[config.mk]
export PLATFORM = sky130hd
export DESIGN_NAME = cec_top
export DESIGN_NICKNAME = d
export VERILOG_FILES = /design/src/verilog/cec_pkg.sv /design/src/verilog/cec_sync.sv /design/src/verilog/cec_debounce.sv /design/src/verilog/cec_top.sv
export SDC_FILE = /design/constraint.sdc
export NUM_CORES = 1
export LEC_CHECK = 0
export ABC_AREA = 1
export BUFFER_PORTS_ARGS = -buffer_cell sky130_fd_sc_hd__buf_2
export CAP_MARGIN = 20
export CORE_ASPECT_RATIO = 0.9
export CORE_UTILIZATION = 38
export CTS_CLUSTER_SIZE = 10
export DETAILED_ROUTE_END_ITERATION = 8
export PLACE_DENSITY = 0.68
export SLEW_MARGIN = 40
export SYNTH_ARGS = -nofsm -noshare
export SYNTH_HDL_FRONTEND = slang
export SYNTH_HIERARCHICAL = 1
export SYNTH_SLANG_ARGS = --single-unit
[constraint.sdc]
create_clock -name aclk -period 2.27 [get_ports aclk]
set_input_delay 0.227 -clock aclk [delete_from_list [all_inputs] [get_ports aclk]]
set_output_delay 0.227 -clock aclk [all_outputs]
set_load 0.02 [all_outputs]
[src/verilog/cec_pkg.sv]
package cec_pkg;

  // Clock and instruction-cycle timing.
  localparam int CEC_CLK_PERIOD_NS = 5;
  localparam int CEC_FCPU_PERIOD_NS = 250;
  localparam int CEC_FCPU_DIV = CEC_FCPU_PERIOD_NS / CEC_CLK_PERIOD_NS;
  localparam logic [7:0] CEC_FCPU_LAST = 8'(CEC_FCPU_DIV - 1);

  // Register indices and their byte addresses on the bus.
  localparam logic [11:0] CEC_IDX_CONTROL = 12'h09c;
  localparam logic [11:0] CEC_IDX_CONFIG = 12'h09d;
  localparam logic [11:0] CEC_IDX_STATUS = 12'h09e;
  localparam logic [11:0] CEC_IDX_MASK = 12'h09f;
  localparam logic [11:0] CEC_ADDR_CONTROL = 12'(CEC_IDX_CONTROL << 2);
  localparam logic [11:0] CEC_ADDR_CONFIG = 12'(CEC_IDX_CONFIG << 2);
  localparam logic [11:0] CEC_ADDR_STATUS = 12'(CEC_IDX_STATUS << 2);
  localparam logic [11:0] CEC_ADDR_MASK = 12'(CEC_IDX_MASK << 2);

  // Field positions of comparator_control.
  localparam int CEC_CTL_ON = 7;
  localparam int CEC_CTL_RESULT = 6;
  localparam int CEC_CTL_REF_HI = 5;
  localparam int CEC_CTL_REF_LO = 4;
  localparam int CEC_CTL_CH_HI = 3;
  localparam int CEC_CTL_CH_LO = 0;

  // Field positions of comparator_config.
  localparam int CEC_CFG_DEB_HI = 3;
  localparam int CEC_CFG_DEB_LO = 2;
  localparam int CEC_CFG_PIN_EN = 1;
  localparam int CEC_CFG_EDGE = 0;

  // Field positions of the status and mask registers.
  localparam int CEC_ST_EVENT = 0;
  localparam int CEC_ST_WAKE = 1;

  // Reset values.
  localparam logic [7:0] CEC_CONTROL_RST = 8'h40;
  localparam logic [7:0] CEC_CONFIG_RST = 8'h00;
  localparam logic [1:0] CEC_STATUS_RST = 2'h0;
  localparam logic [1:0] CEC_MASK_RST = 2'h0;

  // Debounce codes.
  localparam logic [1:0] CEC_DEB_NONE = 2'h3;

  // AXI responses.
  localparam logic [1:0] CEC_RESP_OKAY = 2'h0;
  localparam logic [1:0] CEC_RESP_SLVERR = 2'h2;

  // Analog and pin controls driven toward the comparator and port logic.
  typedef struct packed {
    logic ref_gen_enable;
    logic [1:0] ref_level_sel;
    logic [15:0] neg_input_takeover;
    logic result_pin;
    logic result_pin_oe;
  } cec_ana_t;

  // State of the three-stage input synchroniser.
  typedef struct packed {
    logic s1;
    logic s2;
    logic s3;
    logic q;
  } cec_sync_st_t;

  // State of the debounce filter.
  typedef struct packed {
    logic [1:0] cnt;
    logic q;
  } cec_deb_st_t;

endpackage : cec_pkg

[src/verilog/cec_sync.sv]
`timescale 1ns/1ps
module cec_sync
  import cec_pkg::*;
#(
  parameter logic RST_VAL = 1'b1
) (
  // Clock and reset.
  input wire logic aclk,
  input wire logic aresetn,
  // Asynchronous level in, settled level out.
  input wire logic din,
  output logic dout
);

  cec_sync_st_t st_r;
  cec_sync_st_t st_nxt;

  // The output follows only once the second and third stages agree.
  always_comb begin
    st_nxt = st_r;
    st_nxt.s1 = din;
    st_nxt.s2 = st_r.s1;
    st_nxt.s3 = st_r.s2;
    if (st_r.s2 == st_r.s3) begin
      st_nxt.q = st_r.s3;
    end
  end

  // State register.
  always_ff @(posedge aclk) begin
    if (!aresetn) begin
      st_r <= {RST_VAL, RST_VAL, RST_VAL, RST_VAL};
    end else begin
      st_r <= st_nxt;
    end
  end

  assign dout = st_r.q;

endmodule : cec_sync

[src/verilog/cec_debounce.sv]
`timescale 1ns/1ps
module cec_debounce
  import cec_pkg::*;
(
  // Clock and reset.
  input wire logic aclk,
  input wire logic aresetn,
  // Instruction-cycle tick and filter setting.
  input wire logic fcpu_tick,
  input wire logic [1:0] debounce_sel,
  // Result in and filtered result out.
  input wire logic din,
  output logic dout
);

  cec_deb_st_t st_r;
  cec_deb_st_t st_nxt;

  // A new level is accepted after it held for debounce_sel+1 instruction cycles, or at once for code 3.
  always_comb begin
    st_nxt = st_r;
    if (debounce_sel == CEC_DEB_NONE) begin
      st_nxt.q = din;
      st_nxt.cnt = 2'h0;
    end else if (din == st_r.q) begin
      st_nxt.cnt = 2'h0;
    end else if (fcpu_tick) begin
      if (st_r.cnt >= debounce_sel) begin
        st_nxt.q = din;
        st_nxt.cnt = 2'h0;
      end else begin
        st_nxt.cnt = st_r.cnt + 2'h1;
      end
    end
  end

  // State register; the idle comparator reads high.
  always_ff @(posedge aclk) begin
    if (!aresetn) begin
      st_r <= '{cnt: 2'h0, q: 1'b1};
    end else begin
      st_r <= st_nxt;
    end
  end

  assign dout = st_r.q;

endmodule : cec_debounce

[src/verilog/cec_top.sv]
`timescale 1ns/1ps
// Overview of operation
// - Edge select 0 rising, 1 falling.
// - Selected edge sets the event flag.
// - Only software clears the event flag.
// - Interrupt only when flag and enable set.
// - Green mode wakes on either edge.
// - No wake request in power-down mode.
// - Matching wake edge also sets flag.
// - Debounce codes: one, two, three, none.
// - Edges come from the debounced result.
// - Reference level select, generator on while enabled.
// - Four-bit channel picks the negative pin.
// - Enabled: selected pin forced to input.
// - Deselected pin returns to general use.
// - Disabled: all sixteen pins stay general.
// - Result flag is raw, high when off.
// - Result high when reference exceeds input.
// - Pin enable drives result onto pin.
module cec_top
  import cec_pkg::*;
(
  // Clock and reset.
  input wire logic aclk,
  input wire logic aresetn,
  // AXI4-Lite write address channel.
  input wire logic [11:0] s_axi_awaddr,
  input wire logic s_axi_awvalid,
  output logic s_axi_awready,
  // AXI4-Lite write data channel.
  input wire logic [31:0] s_axi_wdata,
  input wire logic [3:0] s_axi_wstrb,
  input wire logic s_axi_wvalid,
  output logic s_axi_wready,
  // AXI4-Lite write response channel.
  output logic [1:0] s_axi_bresp,
  output logic s_axi_bvalid,
  input wire logic s_axi_bready,
  // AXI4-Lite read address channel.
  input wire logic [11:0] s_axi_araddr,
  input wire logic s_axi_arvalid,
  output logic s_axi_arready,
  // AXI4-Lite read data channel.
  output logic [31:0] s_axi_rdata,
  output logic [1:0] s_axi_rresp,
  output logic s_axi_rvalid,
  input wire logic s_axi_rready,
  // Analog comparator output and system power state.
  input wire logic cmp_raw,
  input wire logic green_mode,
  input wire logic power_down,
  // Analog controls, pin takeover and result pin.
  output cec_ana_t ana,
  // System requests.
  output logic wake_req,
  output logic irq
);

  // Whole module state.
  typedef struct packed {
    logic awready;
    logic wready;
    logic bvalid;
    logic [1:0] bresp;
    logic arready;
    logic rvalid;
    logic [1:0] rresp;
    logic [31:0] rdata;
    logic aw_got;
    logic [11:0] aw_addr;
    logic w_got;
    logic [7:0] w_data;
    logic w_lane0;
    logic [7:0] control;
    logic [7:0] config_q;
    logic [1:0] status;
    logic [1:0] mask;
    logic [7:0] div_cnt;
    logic fcpu_tick;
    logic deb_prev;
    logic wake_req;
    logic irq;
    cec_ana_t ana;
  } cec_top_st_t;

  cec_top_st_t st_r;
  cec_top_st_t st_nxt;

  logic cmp_sync;
  logic cmp_eff;
  logic cmp_deb;
  logic cmp_on;

  // Reset image of the state.
  localparam cec_top_st_t CEC_TOP_RST = '{
    awready: 1'b1,
    wready: 1'b1,
    bvalid: 1'b0,
    bresp: CEC_RESP_OKAY,
    arready: 1'b1,
    rvalid: 1'b0,
    rresp: CEC_RESP_OKAY,
    rdata: 32'h0000_0000,
    aw_got: 1'b0,
    aw_addr: 12'h000,
    w_got: 1'b0,
    w_data: 8'h00,
    w_lane0: 1'b0,
    control: CEC_CONTROL_RST,
    config_q: CEC_CONFIG_RST,
    status: CEC_STATUS_RST,
    mask: CEC_MASK_RST,
    div_cnt: 8'h00,
    fcpu_tick: 1'b0,
    deb_prev: 1'b1,
    wake_req: 1'b0,
    irq: 1'b0,
    ana: '0
  };

  // The comparator output is asynchronous to this clock.
  cec_sync #(
    .RST_VAL(1'b1)
  ) u_sync (
    .aclk(aclk),
    .aresetn(aresetn),
    .din(cmp_raw),
    .dout(cmp_sync)
  );

  // A disabled comparator reads as high.
  assign cmp_on = st_r.control[CEC_CTL_ON];
  assign cmp_eff = cmp_on ? cmp_sync : 1'b1;

  // Filter for the edge logic only; the result flag bypasses it.
  cec_debounce u_deb (
    .aclk(aclk),
    .aresetn(aresetn),
    .fcpu_tick(st_r.fcpu_tick),
    .debounce_sel(st_r.config_q[CEC_CFG_DEB_HI:CEC_CFG_DEB_LO]),
    .din(cmp_eff),
    .dout(cmp_deb)
  );

  // Register read mux; unmapped addresses answer with an error.
  function automatic logic [32:0] cec_read(input cec_top_st_t s, input logic [11:0] a,
                                           input logic res);
    logic [7:0] v;
    logic hit;
    v = 8'h00;
    hit = 1'b1;
    if (a == CEC_ADDR_CONTROL) begin
      v = s.control;
      v[CEC_CTL_RESULT] = res;
    end else if (a == CEC_ADDR_CONFIG) begin
      v = s.config_q;
    end else if (a == CEC_ADDR_STATUS) begin
      v = {6'h00, s.status};
    end else if (a == CEC_ADDR_MASK) begin
      v = {6'h00, s.mask};
    end else begin
      hit = 1'b0;
    end
    return {hit, 24'h000000, v};
  endfunction : cec_read

  // Next-state logic for bus, registers, edges and outputs.
  always_comb begin
    logic rise;
    logic fall;
    logic sel_edge;
    logic any_edge;
    logic do_write;
    logic [1:0] clr;
    logic [1:0] setb;
    logic [32:0] rd;
    rise = 1'b0;
    fall = 1'b0;
    sel_edge = 1'b0;
    any_edge = 1'b0;
    do_write = 1'b0;
    clr = 2'h0;
    setb = 2'h0;
    rd = 33'h0;
    st_nxt = st_r;

    // Instruction-cycle enable from the divider.
    st_nxt.fcpu_tick = 1'b0;
    if (st_r.div_cnt == CEC_FCPU_LAST) begin
      st_nxt.div_cnt = 8'h00;
      st_nxt.fcpu_tick = 1'b1;
    end else begin
      st_nxt.div_cnt = st_r.div_cnt + 8'h01;
    end

    // Write address and data are taken independently.
    if (s_axi_awvalid && st_r.awready) begin
      st_nxt.aw_got = 1'b1;
      st_nxt.aw_addr = s_axi_awaddr;
      st_nxt.awready = 1'b0;
    end
    if (s_axi_wvalid && st_r.wready) begin
      st_nxt.w_got = 1'b1;
      st_nxt.w_data = s_axi_wdata[7:0];
      st_nxt.w_lane0 = s_axi_wstrb[0];
      st_nxt.wready = 1'b0;
    end

    // Both halves held: perform the write if byte lane 0 is strobed, and answer.
    if (st_r.aw_got && st_r.w_got && !st_r.bvalid) begin
      do_write = st_r.w_lane0;
      st_nxt.aw_got = 1'b0;
      st_nxt.w_got = 1'b0;
      st_nxt.bvalid = 1'b1;
      rd = cec_read(st_r, st_r.aw_addr, 1'b0);
      st_nxt.bresp = rd[32] ? CEC_RESP_OKAY : CEC_RESP_SLVERR;
    end
    if (st_r.bvalid && s_axi_bready) begin
      st_nxt.bvalid = 1'b0;
      st_nxt.awready = 1'b1;
      st_nxt.wready = 1'b1;
    end

    // Register stores; the result bit is read-only.
    if (do_write) begin
      if (st_r.aw_addr == CEC_ADDR_CONTROL) begin
        st_nxt.control = st_r.w_data;
        st_nxt.control[CEC_CTL_RESULT] = 1'b0;
      end else if (st_r.aw_addr == CEC_ADDR_CONFIG) begin
        st_nxt.config_q = {4'h0, st_r.w_data[3:0]};
      end else if (st_r.aw_addr == CEC_ADDR_STATUS) begin
        clr = st_r.w_data[1:0];
      end else if (st_r.aw_addr == CEC_ADDR_MASK) begin
        st_nxt.mask = st_r.w_data[1:0];
      end
    end

    // Read channel answers one cycle after the address is taken.
    if (s_axi_arvalid && st_r.arready) begin
      rd = cec_read(st_r, s_axi_araddr, cmp_eff);
      st_nxt.arready = 1'b0;
      st_nxt.rvalid = 1'b1;
      st_nxt.rdata = rd[31:0];
      st_nxt.rresp = rd[32] ? CEC_RESP_OKAY : CEC_RESP_SLVERR;
    end
    if (st_r.rvalid && s_axi_rready) begin
      st_nxt.rvalid = 1'b0;
      st_nxt.arready = 1'b1;
    end

    // Edge detection on the filtered result.
    st_nxt.deb_prev = cmp_deb;
    rise = cmp_deb && !st_r.deb_prev;
    fall = !cmp_deb && st_r.deb_prev;
    any_edge = rise || fall;
    sel_edge = st_r.config_q[CEC_CFG_EDGE] ? fall : rise;

    // Sticky events: a set in the clearing cycle wins.
    setb[CEC_ST_EVENT] = sel_edge;
    setb[CEC_ST_WAKE] = any_edge && green_mode && !power_down;
    st_nxt.status = (st_r.status & ~clr) | setb;

    // Green-mode wake request on either edge, never in power-down.
    st_nxt.wake_req = any_edge && green_mode && !power_down;

    // Interrupt level from unmasked sticky bits.
    st_nxt.irq = |(st_nxt.status & st_nxt.mask);

    // Reference generator and level select.
    st_nxt.ana.ref_gen_enable = st_nxt.control[CEC_CTL_ON];
    st_nxt.ana.ref_level_sel = st_nxt.control[CEC_CTL_REF_HI:CEC_CTL_REF_LO];

    // Pin takeover follows the current channel while enabled.
    st_nxt.ana.neg_input_takeover = 16'h0000;
    if (st_nxt.control[CEC_CTL_ON]) begin
      st_nxt.ana.neg_input_takeover[st_nxt.control[CEC_CTL_CH_HI:CEC_CTL_CH_LO]] = 1'b1;
    end

    // Result pin drive; it follows the new enable so it reads high in the cycle it switches off.
    st_nxt.ana.result_pin = st_nxt.control[CEC_CTL_ON] ? cmp_sync : 1'b1;
    st_nxt.ana.result_pin_oe = st_nxt.config_q[CEC_CFG_PIN_EN];
  end

  // State register.
  always_ff @(posedge aclk) begin
    if (!aresetn) begin
      st_r <= CEC_TOP_RST;
    end else begin
      st_r <= st_nxt;
    end
  end

  // Outputs straight from the state register.
  assign s_axi_awready = st_r.awready;
  assign s_axi_wready = st_r.wready;
  assign s_axi_bvalid = st_r.bvalid;
  assign s_axi_bresp = st_r.bresp;
  assign s_axi_arready = st_r.arready;
  assign s_axi_rvalid = st_r.rvalid;
  assign s_axi_rdata = st_r.rdata;
  assign s_axi_rresp = st_r.rresp;
  assign ana = st_r.ana;
  assign wake_req = st_r.wake_req;
  assign irq = st_r.irq;

endmodule : cec_top

==> results.md, run 1 <==
- Status: finished with violations
- Violated checks: design-rule violations
- First-pass GRT wire length: 13800 um
- Tcrit/Tclk final: 78.8%
- # rows: 35
- Maximum fanout along the worst path: 12
- Top area cells in the synthesized netlist: dfxtp_1, buf_4, nand2_1
- Gate Count Post-Synth: approximately 530
- N_diodes: 0
- Via density: 4.57
- Drt drc: 20
- Synth top area share: 43.0%
- Post-Synth Adder-Cell Area: 1.83%
- Vias in the first global route: between 3000 and 4000
- CTS-repair resized insts: 0
- Tmin final: 1.79 ns
- Unrepaired setup endpoints after global routing: no
- Core Area: ~10000 um2
- Max cap viols: 0
- CP Data Required Time: 2.54 ns
- DRT iter0 DRCs: 185
- Worst reg-to-reg path cell count: 9
- Compound-gate portion of the synthesized area: 9.60%
- Fmax: between 0.5 and 0.6 GHz
- Starting Density: 39.6%
- Synth area leader: dfxtp_1
- Reg-to-reg endpoint: ana[7]$_SDFF_PN0_
- Root buffer cell: clkbuf_16
- Worst Path Buf+Inv: 1
- Final hold violations: 0
- GP Congestion: between 0.7 and 0.8
- DP Wirelength: 6280 um
- Share of cells above drive strength 1: 22.6%
- Num Clock Sinks: 88
- Largest family of logic cells by synthesized area: simple AND/OR/NAND/NOR gates
- Worst Setup SP: s_axi_bvalid$_SDFFE_PP0N_
- Routed via count: about 3300
- Critical Path End Type: flip-flop
- Most frequent cells after synthesis: dfxtp_1, nand2_1, nor2_1, buf_4, inv_1
- Synth Area in XOR/XNOR: 0.856%
- Post-route insts no fill: 714
- Final Skew: approximately 0.011 ns
- Critical Setup Path Class: reg2reg
- Initial antenna violation count: 0
- Pre-Repair DR Iteration Count: 7
- Setup violations, final: 0
- Htree depth: 3
- Max Root-Sink Buffers: 2
- Most common cell in the netlist: dfxtp_1
- Ys flop type: dfxtp_1
- Min-Delay Path Class: in2reg
- Die ar.: ~11000 um2
- Max Slew Vio Count: 0
- Family with the most delay on the worst path: simple AND/OR/NAND/NOR gates
- Worst path slowest cell: dfxtp_1
- Post-CTS setup buffer count: 0
- Post-Synthesis Cell Area: 4090 um2
- Gr usage total: 15.4%
- Most common cell on crit path: nand2_1
- Final nets: 656
- Simple-Gate Fraction of Synth Area: 27.0%
- WL per Instance: 11.5 um
- Post-synthesis mux area share: 0.245%
- CTS tree: built
- Worst-Skew Late Latency: 0.34 ns
- Synthesis-to-finish area growth: 11.5%
- Pleak: ~2.2 nW
- Sequential-to-total area share from yosys stat: 43.0%
- Hold_buf cts: 0
- Fin Setup TNS: 0 ns
- Pwr dens: around 730 nW/um2
- IO Port Bufs: 79
- Worst path depth: 9
- Slew margin rel.: between 50% and 60%
- Crit-path cells: inv_2 > nand3_1 > nor2_4 > nand3_4 > nand2_1 > nand2_1 > nor2_4 > nand2_1 > nor2_1
- Gr ovfl total: 0
- Wirelength, routed: 8180 um
- Die width: 111 um
- CP Launch Type: flip-flop
- Ys Warns: 6
- Number of synthesized register bits: between 80 and 90
- Worst R2R Start: s_axi_bvalid$_SDFFE_PP0N_
- R2R Setup Slk: 0.48 ns
- Clock slew at reported path FFs: 0.07 ns
- Worst slew pin tran: 0.606 ns
- Max VDD drop: 0.321 mV
- Largest net degree at the start of global routing: 40
- Syn Area/Cell: 7.71 um2
- CP arrival: 2.06 ns
- Top Ports: around 130
- CP peak stage delay: 0.34 ns
- Die Y: between 100 and 150 um
- Number of synthesized flops with an enable pin: 0
- Final ANT Viol Nets: 0
- Setup crit end: ana[7]$_SDFF_PN0_
- Count of different cell masters after synthesis: 37
- Placed Cells incl. Taps: 698
- Total CTS buffers: 9
- Post-synth ARST share: 0%
## cells by family after synthesis
kind of cell	count (synthesis)
AO/OA/AOI/OAI	73
XOR/XNOR	4
adder cells (fa/ha/maj)	6
buffers and inverters	129
flip-flops	88
multiplexers	1
other	1
AND/OR/NAND/NOR	229
## worst min path at each step
stage | cells after the start | startpoint | endpoint | slack, ns
global route | 3 | cmp_raw | u_sync/st_nxt[2]$_SDFF_PN1_ | 0.08
floorplan | 1 | aresetn | u_sync/st_nxt[2]$_SDFF_PN1_ | 0.30
detailed placement | 2 | u_sync/st_nxt[2]$_SDFF_PN1_ | u_sync/st_nxt[1]$_SDFF_PN1_ | 0.39
CTS | 3 | cmp_raw | u_sync/st_nxt[2]$_SDFF_PN1_ | 0.06
global placement | 2 | u_sync/st_nxt[2]$_SDFF_PN1_ | u_sync/st_nxt[1]$_SDFF_PN1_ | 0.39
finish | 3 | cmp_raw | u_sync/st_nxt[2]$_SDFF_PN1_ | 0.07
## layer usage
layer	global-route usage, %	wire length, um	up-vias
met1	19.8	3840	1451
met5	0	0	-
li1	-	-	1704
met2	25.5	3750	100
met4	4.78	88	0
met3	4.03	497	8
## layout make-up
type,count,area [um2]
timing repair buffer,81,410
clock inverter,7,58.8
clock buffer,9,225
fill,1057,5770
sequential,88,1760
tap,129,161
inverter,61,229
multi-input combinational,339,1720
## flip-flops by register name, summed over array words and instances (netlist names), 2 cells and up
register / flops
ana: 17
s_axi_rdata: 8
st_r: 46
u_deb/st_r: 2
u_sync/st_nxt: 2
## cell usage in the layout (no fill, tap or decap), drive strengths merged
cell / count
dfxtp: 88
clkinvlp: 1
a31oi: 2
a21oi: 34
inv: 66
nand2: 100
nand3b: 2
nand4: 17
o21ai: 33
a211oi: 1
nor2: 75
conb: 26
nor3b: 2
nand3: 28
xor2: 4
ha: 6
o21a: 1
nor3: 3
o211ai: 1
or2: 1
clkinv: 1
buf: 81
clkbuf: 9
a21boi: 1
or3b: 1
mux2i: 1
## power breakdown
part           leakage (nW)  switching (mW)  internal (mW)
clock                 0.139           0.642          0.763
combinational          1.33           0.202         0.0871
sequential            0.718          0.0381           1.60
total                  2.19           0.883           2.45
## tightest hold or removal path, delay by kind of cell
family / cells / cell delay (ns)
buf+inv: 2 / 0.10
simple gates: 1 / 0.04
## through the flow
stage | hold slack (ns) | utilization, % | setup slack, ns | instance area [um2] | power (mW)
after global routing | 0.0782 | 44.1 | 0.243 | 4560 | 3.48
after detailed placement | 0.395 | 41.4 | 0.511 | 4280 | 1.96
after global placement | 0.394 | 41.4 | 0.569 | 4280 | 1.95
after CTS | 0.0589 | 44.1 | 0.485 | 4560 | 3.37
final | 0.0698 | 44.1 | 0.481 | 4560 | 3.33
after floorplan | 0.296 | - | 0.793 | 4190 | 1.91
(Power assumes the default switching activity.)
==> inputs of run 2 (changes only) <==
==> constraint.sdc (replaced) <==
create_clock -name aclk -period 1.7 [get_ports aclk]
set_input_delay 0.17 -clock aclk [delete_from_list [all_inputs] [get_ports aclk]]
set_output_delay 0.17 -clock aclk [all_outputs]
set_load 0.02 [all_outputs]
==> run 2 against run 1 <==
Register-to-register slack got worse by 0.35 ns; combinational power increased by 40%; via count increased by 0.89%; flip-flop and latch count unchanged; first-iteration DRC count decreased by 4.9%; total power increased by 38%; die area unchanged; critical path depth decreased by 1; highest routed layer unchanged; the flow still finishes with violations (design-rule violations); non-clock buffer count increased by 7.
==> results.md, run 2 (synthesized netlist as in run 1, its figures left out) <==
- Share of cells above drive strength 1: 24.5%
- Hold Path Origin: s_axi_rready
- Pleak: 2.24 nW
- Worst-Skew Late Latency: 0.35 ns
- Hold Path Depth: 3
- Most frequent cells in the layout: dfxtp_1, nand2_1, buf_2
- Reg-to-reg endpoint: ana[2]$_SDFF_PN0_
- Max cap viols: 0
- Htree depth: 3
- N_diodes: 0
- Max Root-Sink Buffers: 2
- Worst reg-to-reg path cell count: 8
- CP Data Required Time: 1.95 ns
- Final nets: 664
- Worst R2R Start: s_axi_bvalid$_SDFFE_PP0N_
- GP Congestion: 0.755
- Pre-Repair DR Iteration Count: 6
- CP Launch Type: flip-flop
- Max Slew Vio Count: 0
- M3 GR Usage: 4.87%
- Slew margin rel.: approximately three fifths
- Clock slew at reported path FFs: ~0.070 ns
- Initial antenna violation count: 0
- Most common cell after layout, fill and taps aside: dfxtp_1
- Hold WS: 0.0562 ns
- Tmin final: approximately 1.6 ns
- Dpl ws: about 0.11 ns
- Tcrit/Tclk final: 92.1%
- R2R Setup Slk: 0.13 ns
- CTS tree: built
- Top Ports: 134
- Via density: 4.56
- Root buffer cell: clkbuf_16
- Post-route insts no fill: 722
- Starting Density: 39.6%
- Hold Path End: s_axi_arready$_SDFFE_PP1P_
- Setup violations, final: 0
- Gr usage total: 15.6%
- Synthesis-to-finish area growth: 14.1%
- Global route hottest layer: met2
- CP arrival: 1.81 ns
- Min-Delay Path Class: in2reg
- Max VDD drop: between 0.5 and 0.6 mV
- Max reg flops: between 40 and 50
- Critical Path End Type: flip-flop
- Final ANT Viol Nets: 0
- WL per Instance: 11.8 um
- # rows: 35
- Die Y: 100 um
- Final instance area: 4670 um2
- Die width: 111 um
- IO Port Bufs: 79
- Worst slew pin tran: 0.602 ns
- GR Util met2: 25.9%
- Fmax: 0.639 GHz
- Maximum fanout along the worst path: 6
- GR Layer Usage met1: about a fifth
- Status: finished with violations
- Core Area: 10300 um2
- Die ar.: 11200 um2
- Total CTS buffers: 9
- Violated checks: design-rule violations
- Critical Setup Path Class: reg2reg
- Placed Cells incl. Taps: between 700 and 800
- Routed via count: 3292
- Num Clock Sinks: approximately 90
- Fin Setup TNS: 0 ns
- DP Wirelength: 6300 um
- Final Skew: 0.00940 ns
- Unrepaired setup endpoints after global routing: no
- Wirelength, routed: 8500 um
- Vias in the first global route: 3028
- Largest register by flop count: st_r
- Placement Cell Area: ~4300 um2
- Largest net degree at the start of global routing: 40
- DRT iter0 DRCs: 176
- Drt drc: 20
- Final worst slack: 0.134 ns
- Gr ovfl total: 0
- Pwr dens: 984 nW/um2
- Final hold violations: 0
- First-pass GRT wire length: 13600 um
-- run 2: metrics by stage --
stage / power (mW) / util, %
after floorplan: 2.55 / -
after global placement: 2.61 / 41.6
after detailed placement: 2.62 / 41.6
after CTS: 4.62 / 44.6
after global routing: 4.79 / 45.2
final: 4.59 / 45.2
-- run 2: how the worst max path moves through the flow --
stage	cells past startpoint	to	start
after floorplan	9	ana[6]$_SDFF_PN0_	s_axi_bvalid$_SDFFE_PP0N_
after global placement	9	ana[5]$_SDFF_PN0_	s_axi_bvalid$_SDFFE_PP0N_
after detailed placement	9	ana[13]$_SDFF_PN0_	s_axi_bvalid$_SDFFE_PP0N_
after CTS	9	ana[14]$_SDFF_PN0_	s_axi_bvalid$_SDFFE_PP0N_
after global routing	9	ana[7]$_SDFF_PN0_	s_axi_bvalid$_SDFFE_PP0N_
final	8	ana[2]$_SDFF_PN0_	s_axi_bvalid$_SDFFE_PP0N_
-- run 2: where the power goes --
group,internal (mW),switching (mW),leakage [nW]
Combinational,0.130,0.276,1.37
Sequential,2.14,0.0521,0.718
Clock,1.15,0.846,0.147
Total,3.42,1.17,2.24
-- run 2: layer usage --
metal / wire [um] / share of wire [%]
met2: 3930 / 46
met5: 0 / 0
met4: 112 / 1.3
met1: 3890 / 46
met3: 563 / 6.6
-- run 2: final cells by class --
class                   count  area, um2
inverters                  61        229
flip-flops and latches     88       1760
fillers                  1030       5670
well taps                 129        161
multi-input cells         340       1750
clock buffers               9        225
clock inverters             7       77.6
repair buffers             88        469
-- run 2: timing repair --
action / in CTS / in global routing
setup buffers: 0 / 3
hold buffers: 1 / 0
endpoints found under the setup margin: 0 / 17
gates resized for setup: 0 / 7
hold endpoints to repair: 1 / 0
-- run 2: critical path, cell delays in order (launching register included) --
cell and delay [ns]:
dfxtp_1 0.33, inv_2 0.07, nand3_2 0.12, nor2_4 0.22, nand3_2 0.21, o21ai_2 0.27, inv_2 0.11, nand2_4 0.09
nor2_1 0.05
